===== config.mk =====
export PLATFORM = sky130hd
export DESIGN_NAME = canopen_nmt_error_control
export DESIGN_NICKNAME = d
export VERILOG_FILES = /design/src/design/canopen_nmt_error_control.v
export VERILOG_INCLUDE_DIRS = /design/src /design/src/design
export SDC_FILE = /design/constraint.sdc
export NUM_CORES = 1
export LEC_CHECK = 0
export ABC_AREA = 0
export BUFFER_PORTS_ARGS = -buffer_cell sky130_fd_sc_hd__buf_2
export CORE_ASPECT_RATIO = 0.8
export CORE_UTILIZATION = 43
export CTS_CLUSTER_DIAMETER = 50
export DETAILED_ROUTE_END_ITERATION = 8
export PLACE_DENSITY_LB_ADDON = 0.12
export SLEW_MARGIN = 20
export SYNTH_ARGS = -nofsm -noshare
export SYNTH_HDL_FRONTEND = slang
export SYNTH_SLANG_ARGS = --single-unit

===== constraint.sdc =====
create_clock -name clk_sys_i -period 13.2 [get_ports clk_sys_i]
set_clock_uncertainty 0.1 [all_clocks]
set_input_delay 1.98 -clock clk_sys_i [delete_from_list [all_inputs] [get_ports clk_sys_i]]
set_output_delay 1.98 -clock clk_sys_i [all_outputs]
set_load 0.02 [all_outputs]

===== src/design/nmt_err_consts.vh =====
// Constants for the network management and error-control block
`ifndef NMT_ERR_CONSTS_VH
`define NMT_ERR_CONSTS_VH

// ----------------------------------------
// Register byte offsets
// ----------------------------------------
`define REG_CTRL        8'h00
`define REG_HB_PERIOD   8'h04
`define REG_SYNC_ID     8'h08
`define REG_TX_TYPE     8'h0C
`define REG_FAULT       8'h10
`define REG_FAULT_CODE  8'h14
`define REG_INV_LO      8'h18
`define REG_INV_HI      8'h1C
`define REG_STATUS      8'h20

// ----------------------------------------
// Field positions and reset values
// ----------------------------------------
`define CTRL_NODE_LSB   0
`define CTRL_GUARD_BIT  8
`define CTRL_NODE_RST   7'h01
`define HB_PERIOD_RST   16'h0000
`define SYNC_ID_RST     11'h080
`define TX_TYPE_RST     8'h00

// ----------------------------------------
// Frame identifiers and command words
// ----------------------------------------
`define ID_NMT          11'h000
`define ID_ERRCTL_BASE  11'h700
`define ID_EMCY_BASE    11'h080
`define CMD_START       8'h01
`define CMD_STOP        8'h02
`define CMD_PREOP       8'h80
`define CMD_RST_NODE    8'h81
`define CMD_RST_COMM    8'h82

// ----------------------------------------
// State byte codes
// ----------------------------------------
`define ST_INIT         7'h00
`define ST_STOPPED      7'h04
`define ST_OPER         7'h05
`define ST_PREOP        7'h7F

// ----------------------------------------
// Timing
// ----------------------------------------
`define CLK_MHZ         200
`define MS_NS           1000000
`define CYC_PER_MS      (`MS_NS * `CLK_MHZ / 1000)
`define SYNC_TYPE_MAX   8'hF0

`endif


===== src/design/canopen_nmt_error_control.v =====
// CANopen slave network management and error-control engine
// Behaviour
// NMT command is two data bytes on id 0: command word, node id.
// Node id zero means broadcast; every node executes it.
// Command 0x01 enters operational.
// Command 0x02 enters stopped.
// Command 0x80 enters pre-operational.
// 0x81 full reset, 0x82 communication reset; both pass through init. Only 0x82 restores heartbeat period, SYNC id and guard mode.
// Guard request is remote frame on 0x700+id; answer one byte same id.
// Guard answer bit7 toggles on every successive answer.
// State codes 0x00 init, 0x04 stopped, 0x05 operational, 0x7F pre-op.
// Heartbeat sent periodically, 16-bit period in milliseconds.
// Period zero disables heartbeat; period resets to zero.
// Heartbeat on 0x700+id, one state byte, bit7 cleared.
// Guarding and heartbeat never active together.
// After boot-up send one frame on 0x700+id with byte 0x00.
// SYNC is data-less frame on configurable id, default 0x80.
// Transmit types 1 to 240 are synchronous, sent on SYNC.
// Fault arising or clearing sends eight-byte emergency on 0x80+id.
// Emergency: code LSB first, error register, five-byte fault code LSB first.
// After power-on: init, boot-up frame, then pre-operational automatically.
// PDO only operational; SYNC, SDO, EMCY blocked stopped; error control always. Guard replies and heartbeat are not queued in init.
// Commands for a different non-zero node id are ignored.
// Writing the heartbeat period restarts the heartbeat timer.
//
// The address map and register access over AXI4-Lite were chosen for this implementation.
`timescale 1ns/1ps
`include "nmt_err_consts.vh"

module canopen_nmt_error_control #(
    parameter integer CYC_MS = `CYC_PER_MS
) (
    input  wire        clk_sys_i,
    input  wire        rst_n_i,
    input  wire        clk_en_i,
    // AXI4-Lite slave
    input  wire [7:0]  s_axi_awaddr,
    input  wire        s_axi_awvalid,
    output wire        s_axi_awready,
    input  wire [31:0] s_axi_wdata,
    input  wire [3:0]  s_axi_wstrb,
    input  wire        s_axi_wvalid,
    output wire        s_axi_wready,
    output reg  [1:0]  s_axi_bresp,
    output reg         s_axi_bvalid,
    input  wire        s_axi_bready,
    input  wire [7:0]  s_axi_araddr,
    input  wire        s_axi_arvalid,
    output wire        s_axi_arready,
    output reg  [31:0] s_axi_rdata,
    output reg  [1:0]  s_axi_rresp,
    output reg         s_axi_rvalid,
    input  wire        s_axi_rready,
    // Received frame
    input  wire        rx_valid_i,
    input  wire [10:0] rx_id_i,
    input  wire        rx_rtr_i,
    input  wire [3:0]  rx_dlc_i,
    input  wire [63:0] rx_data_i,
    // Transmit frame
    output reg         tx_valid_o,
    input  wire        tx_ready_i,
    output reg  [10:0] tx_id_o,
    output reg  [3:0]  tx_dlc_o,
    output reg  [63:0] tx_data_o,
    // Service gates and events
    output wire        pdo_enable_o,
    output wire        sdo_enable_o,
    output reg         sync_tpdo_o,
    output reg         node_reset_o,
    output reg         comm_reset_o
);

// ----------------------------------------
// States
// ----------------------------------------
localparam [1:0] S_INIT  = 2'd0;
localparam [1:0] S_PREOP = 2'd1;
localparam [1:0] S_OPER  = 2'd2;
localparam [1:0] S_STOP  = 2'd3;

reg  [1:0]  state_q;
reg         boot_pend_q;
reg  [6:0]  node_q;
reg         guard_mode_q;
reg  [15:0] hb_period_q;
reg  [10:0] sync_id_q;
reg  [7:0]  tx_type_q;
reg         fault_q;
reg  [15:0] fault_code_q;
reg  [39:0] inv_code_q;
reg         fault_seen_q;
reg         toggle_q;
reg         guard_pend_q;
reg         hb_pend_q;
reg         emcy_pend_q;
reg  [31:0] ms_cnt_q;
reg  [15:0] hb_cnt_q;
reg         aw_q;
reg         w_q;
reg  [7:0]  awaddr_q;
reg  [31:0] wdata_q;
reg  [3:0]  wstrb_q;

// ----------------------------------------
// Derived state
// ----------------------------------------
wire [6:0]  st_code = (state_q == S_INIT)  ? `ST_INIT :
                      (state_q == S_PREOP) ? `ST_PREOP :
                      (state_q == S_OPER)  ? `ST_OPER : `ST_STOPPED;
wire [10:0] ec_id   = `ID_ERRCTL_BASE + {4'h0, node_q};
wire        stopped = (state_q == S_STOP);
wire [31:0] status_w = {22'h0, toggle_q, st_code, state_q};

// ----------------------------------------
// Service gates
// ----------------------------------------
assign pdo_enable_o = (state_q == S_OPER);
assign sdo_enable_o = (state_q == S_PREOP) || (state_q == S_OPER);

// ----------------------------------------
// Frame decode
// ----------------------------------------
wire is_nmt   = rx_valid_i && !rx_rtr_i && rx_id_i == `ID_NMT && rx_dlc_i == 4'h2;
wire for_me   = rx_data_i[15:8] == 8'h00 ||
                rx_data_i[15:8] == {1'b0, node_q};
wire nmt_go   = is_nmt && for_me && !boot_pend_q;
wire [7:0] cs = rx_data_i[7:0];
wire is_guard = rx_valid_i && rx_rtr_i && rx_id_i == ec_id && guard_mode_q;
wire is_sync  = rx_valid_i && !rx_rtr_i && rx_id_i == sync_id_q && rx_dlc_i == 4'h0 &&
                !stopped && state_q != S_INIT;
wire sync_typ = tx_type_q >= 8'h01 && tx_type_q <= `SYNC_TYPE_MAX;

// ----------------------------------------
// Register bus
// ----------------------------------------
wire wr_go = aw_q && w_q && !s_axi_bvalid;
assign s_axi_awready = !aw_q && !s_axi_bvalid;
assign s_axi_wready  = !w_q && !s_axi_bvalid;
assign s_axi_arready = !s_axi_rvalid;
wire wr_hb = wr_go && wstrb_q[0] && awaddr_q == `REG_HB_PERIOD;
wire wr_ok = awaddr_q == `REG_CTRL || awaddr_q == `REG_HB_PERIOD || awaddr_q == `REG_SYNC_ID ||
             awaddr_q == `REG_TX_TYPE || awaddr_q == `REG_FAULT || awaddr_q == `REG_FAULT_CODE ||
             awaddr_q == `REG_INV_LO || awaddr_q == `REG_INV_HI;

always @(posedge clk_sys_i or negedge rst_n_i) begin
    if (!rst_n_i) begin
        aw_q <= 1'b0;
        w_q <= 1'b0;
        awaddr_q <= 8'h00;
        wdata_q <= 32'h0000_0000;
        wstrb_q <= 4'h0;
        s_axi_bvalid <= 1'b0;
        s_axi_bresp <= 2'b00;
        s_axi_rvalid <= 1'b0;
        s_axi_rresp <= 2'b00;
        s_axi_rdata <= 32'h0000_0000;
    end else if (clk_en_i) begin
        if (s_axi_awvalid && s_axi_awready) begin
            aw_q <= 1'b1;
            awaddr_q <= s_axi_awaddr;
        end
        if (s_axi_wvalid && s_axi_wready) begin
            w_q <= 1'b1;
            wdata_q <= s_axi_wdata;
            wstrb_q <= s_axi_wstrb;
        end
        if (wr_go) begin
            aw_q <= 1'b0;
            w_q <= 1'b0;
            s_axi_bvalid <= 1'b1;
            s_axi_bresp <= wr_ok ? 2'b00 : 2'b10;
        end else if (s_axi_bvalid && s_axi_bready) begin
            s_axi_bvalid <= 1'b0;
        end
        if (s_axi_arvalid && s_axi_arready) begin
            s_axi_rvalid <= 1'b1;
            s_axi_rresp <= 2'b00;
            case (s_axi_araddr)
                `REG_CTRL:       s_axi_rdata <= {23'h0, guard_mode_q, 1'b0, node_q};
                `REG_HB_PERIOD:  s_axi_rdata <= {16'h0, hb_period_q};
                `REG_SYNC_ID:    s_axi_rdata <= {21'h0, sync_id_q};
                `REG_TX_TYPE:    s_axi_rdata <= {24'h0, tx_type_q};
                `REG_FAULT:      s_axi_rdata <= {31'h0, fault_q};
                `REG_FAULT_CODE: s_axi_rdata <= {16'h0, fault_code_q};
                `REG_INV_LO:     s_axi_rdata <= inv_code_q[31:0];
                `REG_INV_HI:     s_axi_rdata <= {24'h0, inv_code_q[39:32]};
                `REG_STATUS:     s_axi_rdata <= status_w;
                default: begin
                    s_axi_rdata <= 32'h0000_0000;
                    s_axi_rresp <= 2'b10;
                end
            endcase
        end else if (s_axi_rvalid && s_axi_rready) begin
            s_axi_rvalid <= 1'b0;
        end
    end
end

// ----------------------------------------
// Configuration registers
// ----------------------------------------
always @(posedge clk_sys_i or negedge rst_n_i) begin
    if (!rst_n_i) begin
        node_q <= `CTRL_NODE_RST;
        guard_mode_q <= 1'b0;
        hb_period_q <= `HB_PERIOD_RST;
        sync_id_q <= `SYNC_ID_RST;
        tx_type_q <= `TX_TYPE_RST;
        fault_q <= 1'b0;
        fault_code_q <= 16'h0000;
        inv_code_q <= 40'h00_0000_0000;
    end else if (clk_en_i) begin
        if (nmt_go && cs == `CMD_RST_COMM) begin
            hb_period_q <= `HB_PERIOD_RST;
            sync_id_q <= `SYNC_ID_RST;
            guard_mode_q <= 1'b0;
        end else if (wr_go && wstrb_q[0]) begin
            case (awaddr_q)
                `REG_CTRL: begin
                    node_q <= wdata_q[6:0];
                    guard_mode_q <= wdata_q[`CTRL_GUARD_BIT];
                end
                `REG_HB_PERIOD:  hb_period_q <= wdata_q[15:0];
                `REG_SYNC_ID:    sync_id_q <= wdata_q[10:0];
                `REG_TX_TYPE:    tx_type_q <= wdata_q[7:0];
                `REG_FAULT:      fault_q <= wdata_q[0];
                `REG_FAULT_CODE: fault_code_q <= wdata_q[15:0];
                `REG_INV_LO:     inv_code_q[31:0] <= wdata_q;
                `REG_INV_HI:     inv_code_q[39:32] <= wdata_q[7:0];
                default:         fault_q <= fault_q;
            endcase
        end
    end
end

// ----------------------------------------
// Node state machine and timers
// ----------------------------------------
wire ms_tick = ms_cnt_q == CYC_MS - 1;
wire hb_on   = hb_period_q != 16'h0000 && !guard_mode_q;
wire hb_due  = hb_on && ms_tick && hb_cnt_q >= hb_period_q - 16'h0001;
wire emcy_ev = fault_q != fault_seen_q;
wire tx_fire = tx_valid_o && tx_ready_i;
wire guard_set = is_guard && state_q != S_INIT;
wire hb_set    = hb_due && state_q != S_INIT;
wire emcy_set  = emcy_ev && !stopped && state_q != S_INIT;

// ----------------------------------------
// Millisecond base and heartbeat interval
// ----------------------------------------
always @(posedge clk_sys_i or negedge rst_n_i) begin
    if (!rst_n_i) begin
        ms_cnt_q <= 32'h0000_0000;
        hb_cnt_q <= 16'h0000;
    end else if (clk_en_i) begin
        if (ms_tick || wr_hb)
            ms_cnt_q <= 32'h0000_0000;
        else
            ms_cnt_q <= ms_cnt_q + 32'h0000_0001;
        if (wr_hb || !hb_on || hb_due)
            hb_cnt_q <= 16'h0000;
        else if (ms_tick)
            hb_cnt_q <= hb_cnt_q + 16'h0001;
    end
end

// ----------------------------------------
// Node state and transmit arbiter
// ----------------------------------------
always @(posedge clk_sys_i or negedge rst_n_i) begin
    if (!rst_n_i) begin
        state_q <= S_INIT;
        boot_pend_q <= 1'b1;
        toggle_q <= 1'b0;
        guard_pend_q <= 1'b0;
        hb_pend_q <= 1'b0;
        emcy_pend_q <= 1'b0;
        fault_seen_q <= 1'b0;
        tx_valid_o <= 1'b0;
        tx_id_o <= 11'h000;
        tx_dlc_o <= 4'h0;
        tx_data_o <= 64'h0000_0000_0000_0000;
        sync_tpdo_o <= 1'b0;
        node_reset_o <= 1'b0;
        comm_reset_o <= 1'b0;
    end else if (clk_en_i) begin
        sync_tpdo_o <= is_sync && sync_typ;
        node_reset_o <= nmt_go && cs == `CMD_RST_NODE;
        comm_reset_o <= nmt_go && cs == `CMD_RST_COMM;
        if (nmt_go) begin
            case (cs)
                `CMD_START: state_q <= S_OPER;
                `CMD_STOP:  state_q <= S_STOP;
                `CMD_PREOP: state_q <= S_PREOP;
                `CMD_RST_NODE, `CMD_RST_COMM: begin
                    state_q <= S_INIT;
                    boot_pend_q <= 1'b1;
                    toggle_q <= 1'b0;
                end
                default: state_q <= state_q;
            endcase
        end
        if (hb_set)
            hb_pend_q <= 1'b1;
        if (guard_set)
            guard_pend_q <= 1'b1;
        if (emcy_ev)
            fault_seen_q <= fault_q;
        if (emcy_set)
            emcy_pend_q <= 1'b1;
        // Transmit arbiter
        if (tx_fire)
            tx_valid_o <= 1'b0;
        else if (!tx_valid_o) begin
            if (boot_pend_q) begin
                tx_valid_o <= 1'b1;
                tx_id_o <= ec_id;
                tx_dlc_o <= 4'h1;
                tx_data_o <= 64'h0000_0000_0000_0000;
                boot_pend_q <= 1'b0;
                state_q <= S_PREOP;
            end else if (guard_pend_q) begin
                tx_valid_o <= 1'b1;
                tx_id_o <= ec_id;
                tx_dlc_o <= 4'h1;
                tx_data_o <= {56'h0, toggle_q, st_code};
                toggle_q <= ~toggle_q;
                guard_pend_q <= guard_set;
            end else if (hb_pend_q) begin
                tx_valid_o <= 1'b1;
                tx_id_o <= ec_id;
                tx_dlc_o <= 4'h1;
                tx_data_o <= {56'h0, 1'b0, st_code};
                hb_pend_q <= hb_set;
            end else if (emcy_pend_q) begin
                tx_valid_o <= 1'b1;
                tx_id_o <= `ID_EMCY_BASE + {4'h0, node_q};
                tx_dlc_o <= 4'h8;
                tx_data_o <= fault_q ? {inv_code_q, 7'h0, 1'b1, fault_code_q} :
                             64'h0000_0000_0000_0000;
                emcy_pend_q <= emcy_set;
            end
        end
    end
end

endmodule // canopen_nmt_error_control


== Word-level counts from Yosys, hierarchy flattened ==
Index checks and enable logic that the tools add are counted.

* Flip-flop bits (word level): 320
* Input bits: 142
* Output and inout port bits: 126
* Word-level logic and storage cells: 251

* Add/sub/neg operators: 5
* $lt $le $gt $ge: 3
* Eq/ne operators: 29
* Muxes and demuxes: 79
* Bitwise logic cells: 4
* Reductions and logical operators: 96

{| class="wikitable"
|+ Operators with widths
! operator !! count
|-
| 64-bit 2-to-1 mux || 5
|-
| 32-bit case mux with 9 select lines || 1
|-
| 16-bit 2-to-1 mux || 5
|-
| 11-bit 2-to-1 mux || 7
|-
| 8-bit by 5-bit equality test with 1-bit output, second input constant || 8
|-
| 1-bit 2-to-1 mux || 47
|-
| 1-bit logical AND || 35
|-
| 32-bit by 1-bit adder with 32-bit output, second input constant || 1
|-
| 32-bit by 18-bit equality test with 1-bit output, second input constant || 1
|-
| 8-bit by 4-bit equality test with 1-bit output, second input constant || 4
|-
| 32-bit 2-to-1 mux || 1
|-
| 4-bit AND reduction || 7
|-
| 8-bit equality test, second input constant || 3
|-
| 8-bit zero test || 3
|-
| 11-bit equality test || 2
|-
| 2-bit AND reduction || 10
|-
| 2-bit nonzero test || 10
|-
| 16-bit by 1-bit adder with 16-bit output, second input constant || 1
|-
| 8-bit by 3-bit equality test with 1-bit output, second input constant || 2
|-
| 16-bit greater-or-equal comparator || 1
|-
| 4-bit 2-to-1 mux || 4
|-
| 16-bit nonzero test || 1
|-
| 16-bit by 1-bit subtractor with 16-bit output, second input constant || 1
|-
| 7-bit 2-to-1 mux || 2
|-
| 24 further kinds || 54
|}

== Logic depth before layout (Yosys ltp) ==
Gate-level depths: netlist (run 1).

* Depth after elaboration: 11
* Mapped depth: 16

== Worst setup path before layout (run 1) ==
No wires, ideal clock.

* Path kind: in2reg
* Start point: in rx_dlc_i[0]
* End point: reg sync_id_q[0]
* Arrival: 4206 ps
* Path slack: 8773 ps
* Stages: 8
* Path through: nand2b_1 or4_4 or4_4 or4_1 buf_6 and2_4 buf_6 a22o_1

* Longest elaborated chain between the ends: 7

{| class="wikitable"
|+ RTL lines
! item !! line !! text
|-
| from (decl) || canopen_nmt_error_control.v:58 || <nowiki>input wire [3:0] rx_dlc_i,</nowiki>
|-
| 4-bit by 2-bit equality test with 1-bit output * || canopen_nmt_error_control.v:124 || <nowiki>wire is_nmt = rx_valid_i && !rx_rtr_i && rx_id_i == `ID_NMT && rx_dlc_i == 4'h2;</nowiki>
|-
| 1-bit logical AND * || canopen_nmt_error_control.v:124 ||
|-
| 1-bit logical AND * (2 in series) || canopen_nmt_error_control.v:127 || <nowiki>wire nmt_go = is_nmt && for_me && !boot_pend_q;</nowiki>
|-
| 1-bit logical AND (no line) * || - ||
|-
| 2-bit nonzero test (no line) || - ||
|-
| 3-bit AND reduction (no line) || - ||
|-
| to (signal assigned) || canopen_nmt_error_control.v:208 || <nowiki>sync_id_q <= `SYNC_ID_RST;</nowiki>
|-
| to (signal assigned) || canopen_nmt_error_control.v:216 || <nowiki>sync_id_q <= `SYNC_ID_RST;</nowiki>
|-
| to (signal assigned) || canopen_nmt_error_control.v:225 || <nowiki>`REG_SYNC_ID: sync_id_q <= wdata_q[10:0];</nowiki>
|-
| to (decl) || canopen_nmt_error_control.v:87 || <nowiki>reg [10:0] sync_id_q;</nowiki>
|}

Mark *: on every way between the ends. The rest lies on a longest branch, timed or not.
A chain may end at the register's enable or synchronous reset.

== Worst setup path in the final report (run 1) ==
* Start point: reg hb_period_q[2]
* End point: reg hb_cnt_q[15]

* Longest elaborated chain between the ends: 7

{| class="wikitable"
|+ RTL lines
! item !! line !! text
|-
| from (decl) || canopen_nmt_error_control.v:86 || <nowiki>reg [15:0] hb_period_q;</nowiki>
|-
| from (signal assigned) || canopen_nmt_error_control.v:207 || <nowiki>hb_period_q <= `HB_PERIOD_RST;</nowiki>
|-
| from (signal assigned) || canopen_nmt_error_control.v:215 || <nowiki>hb_period_q <= `HB_PERIOD_RST;</nowiki>
|-
| from (signal assigned) || canopen_nmt_error_control.v:224 || <nowiki>`REG_HB_PERIOD: hb_period_q <= wdata_q[15:0];</nowiki>
|-
| parallel branches: the longest is 4 deep, another holds 16-bit by 1-bit subtractor with 16-bit output || - ||
|-
| 1-bit logical OR * || canopen_nmt_error_control.v:261 || <nowiki>if (wr_hb || !hb_on || hb_due)</nowiki>
|-
| 2-bit nonzero test (no line) || - ||
|-
| 2-bit AND reduction (no line) || - ||
|-
| to (signal assigned) || canopen_nmt_error_control.v:264 || <nowiki>hb_cnt_q <= hb_cnt_q + 16'h0001;</nowiki>
|-
| to (decl) || canopen_nmt_error_control.v:98 || <nowiki>reg [15:0] hb_cnt_q;</nowiki>
|}

Every way passes the cells marked *.

==> results.json, run 1 <==
{
  "status": "completed",
  "path_clk_slew_ns": 0.06,
  "power_density_nw_per_um2": 160.8,
  "vias": 10904,
  "setup_viol_count_final": 0,
  "synth_seq_area_share": 0.5347,
  "synth_area_leaders": "dfrtp_1 53%, mux2_2 8.5%, a22o_1 4.7%",
  "path_cells": "nor3_1, or3b_2, or4_1, nor4_1, nand2_1, xor2_1, ha_1, a21oi_1, o211a_1, o21ai_0, o311ai_2, buf_4, nand3_2, o41ai_1",
  "syn_to_final_growth_pct": 18.61,
  "drc": 0,
  "maxSlewViolCount": 0,
  "critPathMaxFanout": 17,
  "multiInputGateArea_um2": 6210,
  "cts_setup_buffers": 0,
  "die-area_um2": 33950,
  "grt_first_pass_wirelength_um": 62580,
  "die_h_um": 165,
  "wl_um": 40460,
  "cts_root_buffer": "clkbuf_16",
  "dp_hpwl_um": 27960,
  "drt-wirelength-per-cell_um": 21.14,
  "dp.cells": 1847,
  "crit_path_end_kind": "flop",
  "rows": 59,
  "min_to": "s_axi_rdata[8]",
  "synthDistinctLibCells": 75,
  "synth_ff_type": "dfrtp_1",
  "finalCritPeriodShare": 0.3572,
  "regArea_um2": 7636,
  "netlist_instances": 1270,
  "cp_slowest_cell": "or3b_2",
  "rrSetupSlack_ns": 8.48,
  "cts_resized": 0,
  "fp.dieW_um": 205.8,
  "synthTopCellsByCount": "302 x dfrtp_1, 108 x mux2_2, 95 x nand2_1",
  "cts_sinks": 305,
  "hold_class": "reg2reg",
  "cp.arrival_ns": 5.00,
  "synthesis.area_um2": 14280,
  "core_um2": 32630,
  "hold_path_depth": 2,
  "ys_ff_latch": 305,
  "antenna_found_initial": 3,
  "drtPass1Iterations": 4,
  "htree_levels": 2,
  "setup_tns_ns": 0,
  "crit_family": "simple AND/OR/NAND/NOR gates",
  "startpoint_type": "flop",
  "cts_buffer_depth": 3,
  "max_stage_delay_ns": 0.51,
  "fin_hold_ws_ns": 0.3760,
  "track_usage": 0.2431,
  "placement.io_buffers": 205,
  "worst_pin_slew_ns": 1.071,
  "top_level_ports": 268,
  "synth_area_per_cell_um2": 11.25,
  "synth_edf_count": 0,
  "crit_required_ns": 13.49,
  "cts_buffers": 36,
  "fmax_ghz": 0.2121,
  "vdd_drop_max_mv": 0.09634,
  "grt_max_degree": 95,
  "place_congestion": 0.8569,
  "grt-ovfl-total": 0,
  "crit_type": "reg2reg",
  "synth.most_common_cell": "dfrtp_1",
  "clk_latency_ns": 0.52,
  "yosys.area.top_type": "dfrtp_1",
  "cts_tree": "done",
  "rsz0062_at_grt": "no",
  "drive_above_1_share": 0.2799,
  "reg2reg_depth": 14,
  "final_util": 0.5191,
  "via_per_inst": 5.697,
  "grt_pass1_vias": 10456,
  "min_from": "s_axi_rdata[8]",
  "reg2reg_from": "hb_period_q[2]",
  "maxSlewHeadroom": 0.2848,
  "final_cells": 1914,
  "nets": 1623,
  "initial_utilization": 0.4377,
  "drv_cap": 0,
  "rr_endpoint": "hb_cnt_q[15]",
  "hold_viol": 0,
  "p_leak_nw": 8.152,
  "cp.buffers_inverters": 1,
  "drt_iter0_drc": 716,
  "yosys_warnings": 0,
  "fill_cells": 2949,
  "ys_async_sr_fraction": 1.000,
  "ctsHoldBuffers": 0,
  "antenna_left": 0,
  "netlist.area_leader.share": 0.5292,
  "period_needed_ns": 4.716
}
==> cell usage in the layout, fill, tap and decap left out, types with 16 or more instances in the layout <==
| cell type | netlist | final |
|---|---|---|
| xor2_1 | 30 | 30 |
| nand4_1 | 16 | 16 |
| nor2_1 | 65 | 65 |
| nand3_1 | 46 | 45 |
| a22o_1 | 77 | 77 |
| nor3_1 | 16 | 16 |
| o21ai_0 | 78 | 78 |
| xnor2_1 | 33 | 33 |
| a21oi_1 | 24 | 24 |
| clkbuf_16 | 0 | 37 |
| dfrtp_1 | 302 | 302 |
| buf_2 | 8 | 204 |
| inv_1 | 40 | 40 |
| a22oi_1 | 21 | 21 |
| mux2_2 | 108 | 108 |
| nor4_1 | 25 | 25 |
| nand2_1 | 95 | 95 |
| ha_1 | 23 | 23 |
==> logic make-up after synthesis <==
| kind of cell | after synthesis | synth area share |
|---|---|---|
| AOI/OAI and AO/OA | 279 | 0.1391 |
| xor gates and xnor gates | 63 | 0.03864 |
| adders and majority gates | 23 | 0.02015 |
| buffers and inverters | 119 | 0.03723 |
| DFF | 305 | 0.5347 |
| muxes | 128 | 0.1005 |
| other | 1 | 0.0002626 |
| and+or+nand+nor | 352 | 0.1294 |
==> layer usage <==
metal  track usage  up-vias  part of all wire
li1              -     5026                 -
met1        0.3741     5476              0.49
met2        0.3393      341              0.42
met3       0.05130       61             0.072
met4       0.07003        0             0.024
met5             0        -                 0
==> where the power goes <==
| part | switching, W | leakage [nW] | total (W) | internal (W) |
|---|---|---|---|---|
| Combinational | 0.000278 | 3.41 | 0.000470 | 0.000192 |
| Sequential | 0.000154 | 4.12 | 0.00120 | 0.00105 |
| Clock | 0.000401 | 0.619 | 0.00105 | 0.000651 |
==> metrics by stage <==
step	setup slack (ns)	total power [W]	area (um2)
2_1_floorplan	8.773	0.001481	14320
3_3_place_gp	8.097	0.001669	15660
3_5_place_dp	8.062	0.001684	15660
4_1_cts	8.462	0.002744	16920
5_1_grt	8.203	0.002854	16940
6_report	8.484	0.002724	16940
==> cell type report <==
class | count | share of cell area
clock buffer | 49 | 0.06087
multi-input combinational | 856 | 0.3666
antenna | 1 | 0.0001477
tap | 427 | 0.03154
inverter | 41 | 0.009086
clock inverter | 17 | 0.01381
timing repair buffer | 218 | 0.06714
sequential | 305 | 0.4508
==> state kept, by name, indices dropped and copies added, names as in the netlist, 16 cells and up <==
signal and flops:
s_axi_rdata 32, wdata_q 32, inv_code_q 40, hb_cnt_q 16
hb_period_q 16, fault_code_q 16, tx_data_o 57, ms_cnt_q 32
==> worst max-delay path by stage <==
stage,slack [ns],startpoint,depth (start not counted),end
3_3_place_gp,8.10,s_axi_araddr[1],6,s_axi_rdata[31]
6_report,8.48,hb_period_q[2],14,hb_cnt_q[15]
2_1_floorplan,8.77,rx_dlc_i[0],8,sync_id_q[0]
5_1_grt,8.20,hb_period_q[2],14,hb_cnt_q[15]
4_1_cts,8.46,hb_period_q[2],14,hb_cnt_q[15]
3_5_place_dp,8.06,s_axi_araddr[1],6,s_axi_rdata[22]
==> tightest hold or removal path: cells and delay by family (launching register included) <==
kind	cells	cell delay [ns]
simple gates	1	0.04
flops	1	0.33
compound gates	1	0.06
(Power assumes the default switching activity.)
==> inputs of run 2 (changes only) <==
==> constraint.sdc (replaced) <==
create_clock -name clk_sys_i -period 4.5 [get_ports clk_sys_i]
set_clock_uncertainty 0.1 [all_clocks]
set_input_delay 0.675 -clock clk_sys_i [delete_from_list [all_inputs] [get_ports clk_sys_i]]
set_output_delay 0.675 -clock clk_sys_i [all_outputs]
set_load 0.02 [all_outputs]
==> results.json, run 2 (synthesis gave the netlist of run 1 again) <==
{
  "p_int_w": 0.005411,
  "grt_pass1_vias": 10678,
  "cts_buffer_depth": 3,
  "p_comb_frac": 0.178,
  "fill_cells": 2996,
  "period_needed_ns": 4.081,
  "drt_iter0_drc": 776,
  "grt_first_pass_wirelength_um": 63920,
  "cts_buffers": 36,
  "crit_type": "reg2reg",
  "wl_um": 41510,
  "dp_hpwl_um": 28850,
  "cts_sinks": 305,
  "setup_tns_ns": 0,
  "setup_viol_count_final": 0,
  "via_per_inst": 5.678,
  "worst_pin_slew_ns": 1.073,
  "busiest_layer": "met1",
  "p_leak_nw": 8.198,
  "grt_util_met2": 0.3413,
  "cts_root_buffer": "clkbuf_16",
  "clk_latency_ns": 0.53,
  "rrSetupSlack_ns": 0.42,
  "placement.io_buffers": 205,
  "ctsHoldBuffers": 0,
  "nets": 1635,
  "fmax_ghz": 0.2451,
  "grt-ovfl-total": 0,
  "largest_register": "tx_data_o",
  "largest_register_ffs": 57,
  "cts_tree": "done",
  "cp-startpoint": "hb_period_q[2]",
  "finalCritPeriodShare": 0.9068,
  "grt_max_degree": 83,
  "pwr-share-seq": 0.446,
  "maxSlewViolCount": 0,
  "clkPwrFrac": 0.376,
  "cp.arrival_ns": 4.41,
  "reg2reg_depth": 14,
  "met3_usage": 0.06373,
  "rows": 59,
  "htree_levels": 2,
  "hold_class": "in2async",
  "rr_endpoint": "hb_cnt_q[8]",
  "vdd_drop_max_mv": 0.3692,
  "critPathMaxFanout": 16,
  "antenna_found_initial": 1,
  "initial_utilization": 0.4377,
  "top_level_ports": 268,
  "antenna_left": 0,
  "drt-wirelength-per-cell_um": 21.55,
  "path_clk_slew_ns": 0.06,
  "drc": 0,
  "place_congestion": 0.8579,
  "fp.dieW_um": 205.8,
  "cts_resized": 0,
  "switching_share": 0.3141,
  "maxSlewHeadroom": 0.2833,
  "crit_path_end_kind": "flop",
  "mostFrequentLayoutCell": "dfrtp_1",
  "use_met1": 0.3790,
  "drtPass1Iterations": 7,
  "status": "completed",
  "cts_setup_buffers": 0,
  "reg_top3": "tx_data_o: 57 flops, inv_code_q: 40 flops",
  "reg2reg_from": "hb_period_q[2]",
  "p_switching_w": 0.002478,
  "crit_required_ns": 4.83,
  "power_density_nw_per_um2": 464.1,
  "final_cell_mix": "302 x dfrtp_1, 204 x buf_2, 108 x mux2_2, 95 x nand2_1, 78 x o21ai_0",
  "hold_viol": 0,
  "drive_above_1_share": 0.2872,
  "fin_hold_ws_ns": 0.03949,
  "rsz0062_at_grt": "no",
  "startpoint_type": "flop",
  "drv_cap": 0,
  "track_usage": 0.2479,
  "die-area_um2": 33950,
  "core_um2": 32630,
  "vias": 10936,
  "syn_to_final_growth_pct": 19.01,
  "die_h_um": 165
}
## run 2: how the worst max path moves through the flow
stage | end | slack (ns) | cells past startpoint
finish | hb_cnt_q[8] | 0.42 | 14
global route | hb_cnt_q[15] | 0.12 | 13
CTS | hb_cnt_q[15] | 0.28 | 13
detailed placement | hb_cnt_q[15] | 0.31 | 13
global placement | hb_cnt_q[15] | 0.39 | 13
floorplan | hb_cnt_q[14] | 0.20 | 14
## run 2: final cells by class
type                    instances  area [um2]  area share
diodes                          2       5.005   0.0002945
clock buffers                  48        1036     0.06095
clock inverters                17       177.7     0.01045
inverters                      41       153.9    0.009055
multi-input cells             856        6205      0.3651
flip-flops and latches        305        7636      0.4493
well taps                     427       534.3     0.03143
repair buffers                230        1249     0.07347
## run 2: power groups by stage
stage / registers [W] / clock network [W] / logic, W
final: 0.00352 / 0.00297 / 0.00140
after global routing: 0.00356 / 0.00312 / 0.00157
after CTS: 0.00351 / 0.00302 / 0.00142
after detailed placement: 0.00355 / 0 / 0.00141
after global placement: 0.00354 / 0 / 0.00138
after floorplan: 0.00340 / 0 / 0.000941
## run 2: per-layer routing
layer,vias up,share of wire
met2,377,0.42
met3,65,0.085
met5,-,0
li1,5047,-
met1,5447,0.48
met4,0,0.022
## run 2: metrics by stage
stage,instances,cell area (um2),power (W),util,setup slack (ns)
2_1_floorplan,1280,14320,0.004343,-,0.2007
5_1_grt,1925,16990,0.008257,0.5208,0.1161
3_5_place_dp,1859,15770,0.004963,0.4833,0.3072
3_3_place_gp,1859,15770,0.004924,0.4833,0.3915
4_1_cts,1924,16980,0.007944,0.5205,0.2824
6_report,1926,17000,0.007889,0.5209,0.4193
## run 2: critical path: stages (launching register included)
cell and delay [ns]:
dfrtp_1 0.44, nor3_1 0.31, or3b_2 0.51, or4_1 0.44, nor4_1 0.27, nand2_1 0.11
xor2_1 0.16, ha_1 0.29, a21oi_1 0.18, o211a_1 0.16, o21ai_0 0.09, o311ai_2 0.33
buf_4 0.31, a31oi_1 0.12, o22ai_1 0.18
==> inputs of run 3 (changes only) <==
--- a/config.mk
+++ b/config.mk
@@ -9,11 +9,10 @@
 export ABC_AREA = 0
 export BUFFER_PORTS_ARGS = -buffer_cell sky130_fd_sc_hd__buf_2
 export CORE_ASPECT_RATIO = 0.8
-export CORE_UTILIZATION = 43
-export CTS_CLUSTER_DIAMETER = 50
+export CORE_UTILIZATION = 30
 export DETAILED_ROUTE_END_ITERATION = 8
 export PLACE_DENSITY_LB_ADDON = 0.12
-export SLEW_MARGIN = 20
+export SLEW_MARGIN = 10
 export SYNTH_ARGS = -nofsm -noshare
 export SYNTH_HDL_FRONTEND = slang
 export SYNTH_SLANG_ARGS = --single-unit
==> results.json, run 3 (synthesis gave the netlist of run 1 again) <==
{
  "reg_top3": "tx_data_o: 57 flops, inv_code_q: 40 flops",
  "hold_viol": 0,
  "grt-ovfl-total": 0,
  "vias": 10849,
  "via_per_inst": 5.122,
  "met3_usage": 0.04035,
  "top_level_ports": 268,
  "nets": 1636,
  "dp.cells": 2052,
  "reg2reg_from": "hb_period_q[2]",
  "crit_family": "simple AND/OR/NAND/NOR gates",
  "wl_um": 45370,
  "n_antenna_cell": 0,
  "fin_hold_ws_ns": 0.2412,
  "cp.buffers_inverters": 0,
  "setup_tns_ns": 0,
  "use_met1": 0.2805,
  "path_clk_slew_ns": 0.06,
  "fp.dieW_um": 245.9,
  "antenna_left": 0,
  "fill_cells": 4678,
  "final_cells": 2118,
  "cts_root_buffer": "clkbuf_16",
  "power_density_nw_per_um2": 459.4,
  "finalCritPeriodShare": 0.9214,
  "track_usage": 0.1892,
  "drv_cap": 0,
  "setup_viol_count_final": 0,
  "die-area_um2": 48490,
  "dp_hpwl_um": 31850,
  "largest_register_ffs": 57,
  "cts_setup_buffers": 0,
  "vdd_drop_max_mv": 0.2775,
  "grt_max_degree": 124,
  "htree_levels": 2,
  "status": "completed",
  "cts_tree": "done",
  "grt_pass1_vias": 10907,
  "hold_path_depth": 3,
  "cp_slowest_cell": "or3b_2",
  "grt_util_met2": 0.2774,
  "drt-wirelength-per-cell_um": 21.42,
  "core_um2": 46990,
  "cts_buffers": 36,
  "crit_required_ns": 4.82,
  "min_from": "s_axi_wdata[0]",
  "antenna_found_initial": 1,
  "max_stage_delay_ns": 0.52,
  "maxSlewHeadroom": 0.3622,
  "initial_utilization": 0.3039,
  "drive_above_1_share": 0.2810,
  "final_cell_mix": "302 x dfrtp_1, 204 x buf_2, 108 x mux2_2, 95 x nand2_1, 78 x o21ai_0",
  "drtPass1Iterations": 6,
  "critPathMaxFanout": 15,
  "die_h_um": 197.2,
  "drc": 0,
  "rr_endpoint": "hb_cnt_q[15]",
  "crit_type": "reg2reg",
  "cts_sinks": 305,
  "p_leak_nw": 8.175,
  "clk_latency_ns": 0.56,
  "drt_iter0_drc": 761,
  "largest_register": "tx_data_o",
  "regArea_um2": 7636,
  "rrSetupSlack_ns": 0.35,
  "fmax_ghz": 0.2412,
  "maxSlewViolCount": 0,
  "syn_to_final_growth_pct": 20.50,
  "busiest_layer": "met1",
  "worst_pin_slew_ns": 0.9543,
  "mostFrequentLayoutCell": "dfrtp_1",
  "placement.io_buffers": 205,
  "period_needed_ns": 4.146,
  "multiInputGateArea_um2": 6205,
  "path_cells": "nor3_1, or3b_2, or4_1, nor4_1, nand2_1, xor2_1, ha_1, a21oi_1, o211a_1, o21ai_0, o311ai_2, nand3_4, o41ai_1",
  "grt_first_pass_wirelength_um": 68970,
  "reg2reg_depth": 13,
  "hold_class": "in2reg",
  "min_to": "wdata_q[0]",
  "cp.arrival_ns": 4.47,
  "rows": 71,
  "crit_path_end_kind": "flop",
  "rsz0062_at_grt": "no",
  "startpoint_type": "flop",
  "cts_buffer_depth": 3,
  "place_congestion": 0.7728
}
## run 3: changes by cell type in the layout (fill, tap and decap cells not counted), sizes merged
cell,previous run,this run
diode,2,0
dlygate4sd3,0,1
clkinv,9,4
inv,45,41
clkbuf,48,57
## run 3: layer usage
metal | vias up | wire [um]
met5 | - | 8
met4 | 2 | 702
met3 | 39 | 2648
met2 | 256 | 19530
met1 | 5531 | 22480
li1 | 5021 | -
## run 3: through the flow
step | cell area (um2) | util | total power (W) | worst slack (ns)
3_5_place_dp | 16010 | 0.3407 | 0.005013 | 0.1740
4_1_cts | 17200 | 0.3660 | 0.008018 | 0.2053
2_1_floorplan | 14320 | - | 0.004343 | 0.2007
5_1_grt | 17210 | 0.3662 | 0.008315 | 0.09416
3_3_place_gp | 16010 | 0.3407 | 0.004978 | 0.3081
6_report | 17210 | 0.3662 | 0.007906 | 0.3539
## run 3: power by group
| part | internal, W | switching [W] |
|---|---|---|
| Sequential | 0.00308 | 0.000449 |
| Clock | 0.00175 | 0.00120 |
| Combinational | 0.000583 | 0.000846 |
## run 3: worst max-delay path by stage
| stage | depth (start not counted) | slack [ns] | from | endpoint |
|---|---|---|---|---|
| final | 13 | 0.35 | hb_period_q[2] | hb_cnt_q[15] |
| after floorplan | 14 | 0.20 | hb_period_q[2] | hb_cnt_q[14] |
| after global placement | 13 | 0.31 | hb_period_q[2] | hb_cnt_q[15] |
| after detailed placement | 13 | 0.17 | hb_period_q[2] | hb_cnt_q[15] |
| after CTS | 13 | 0.21 | hb_period_q[2] | hb_cnt_q[15] |
| after global routing | 14 | 0.09 | hb_period_q[2] | hb_cnt_q[15] |
## run 3: cell type report
cell class	instances	area share
sequential	305	0.4437
multi-input combinational	856	0.3605
timing repair buffer	231	0.07314
clock buffer	57	0.06216
tap	620	0.04508
inverter	41	0.008943
clock inverter	8	0.006398
## run 3: tightest hold or removal path, cell delays in order
cell and delay [ns]:
buf_2 0.07, nand2_1 0.04, o21ai_0 0.06
## run 3: repair_timing
item / 4_1_cts / 5_1_grt
resized for setup: 0 / 1
hold buffers: 1 / 0
hold endpoints to repair: 58 / 0
endpoints found under the setup margin: 0 / 1
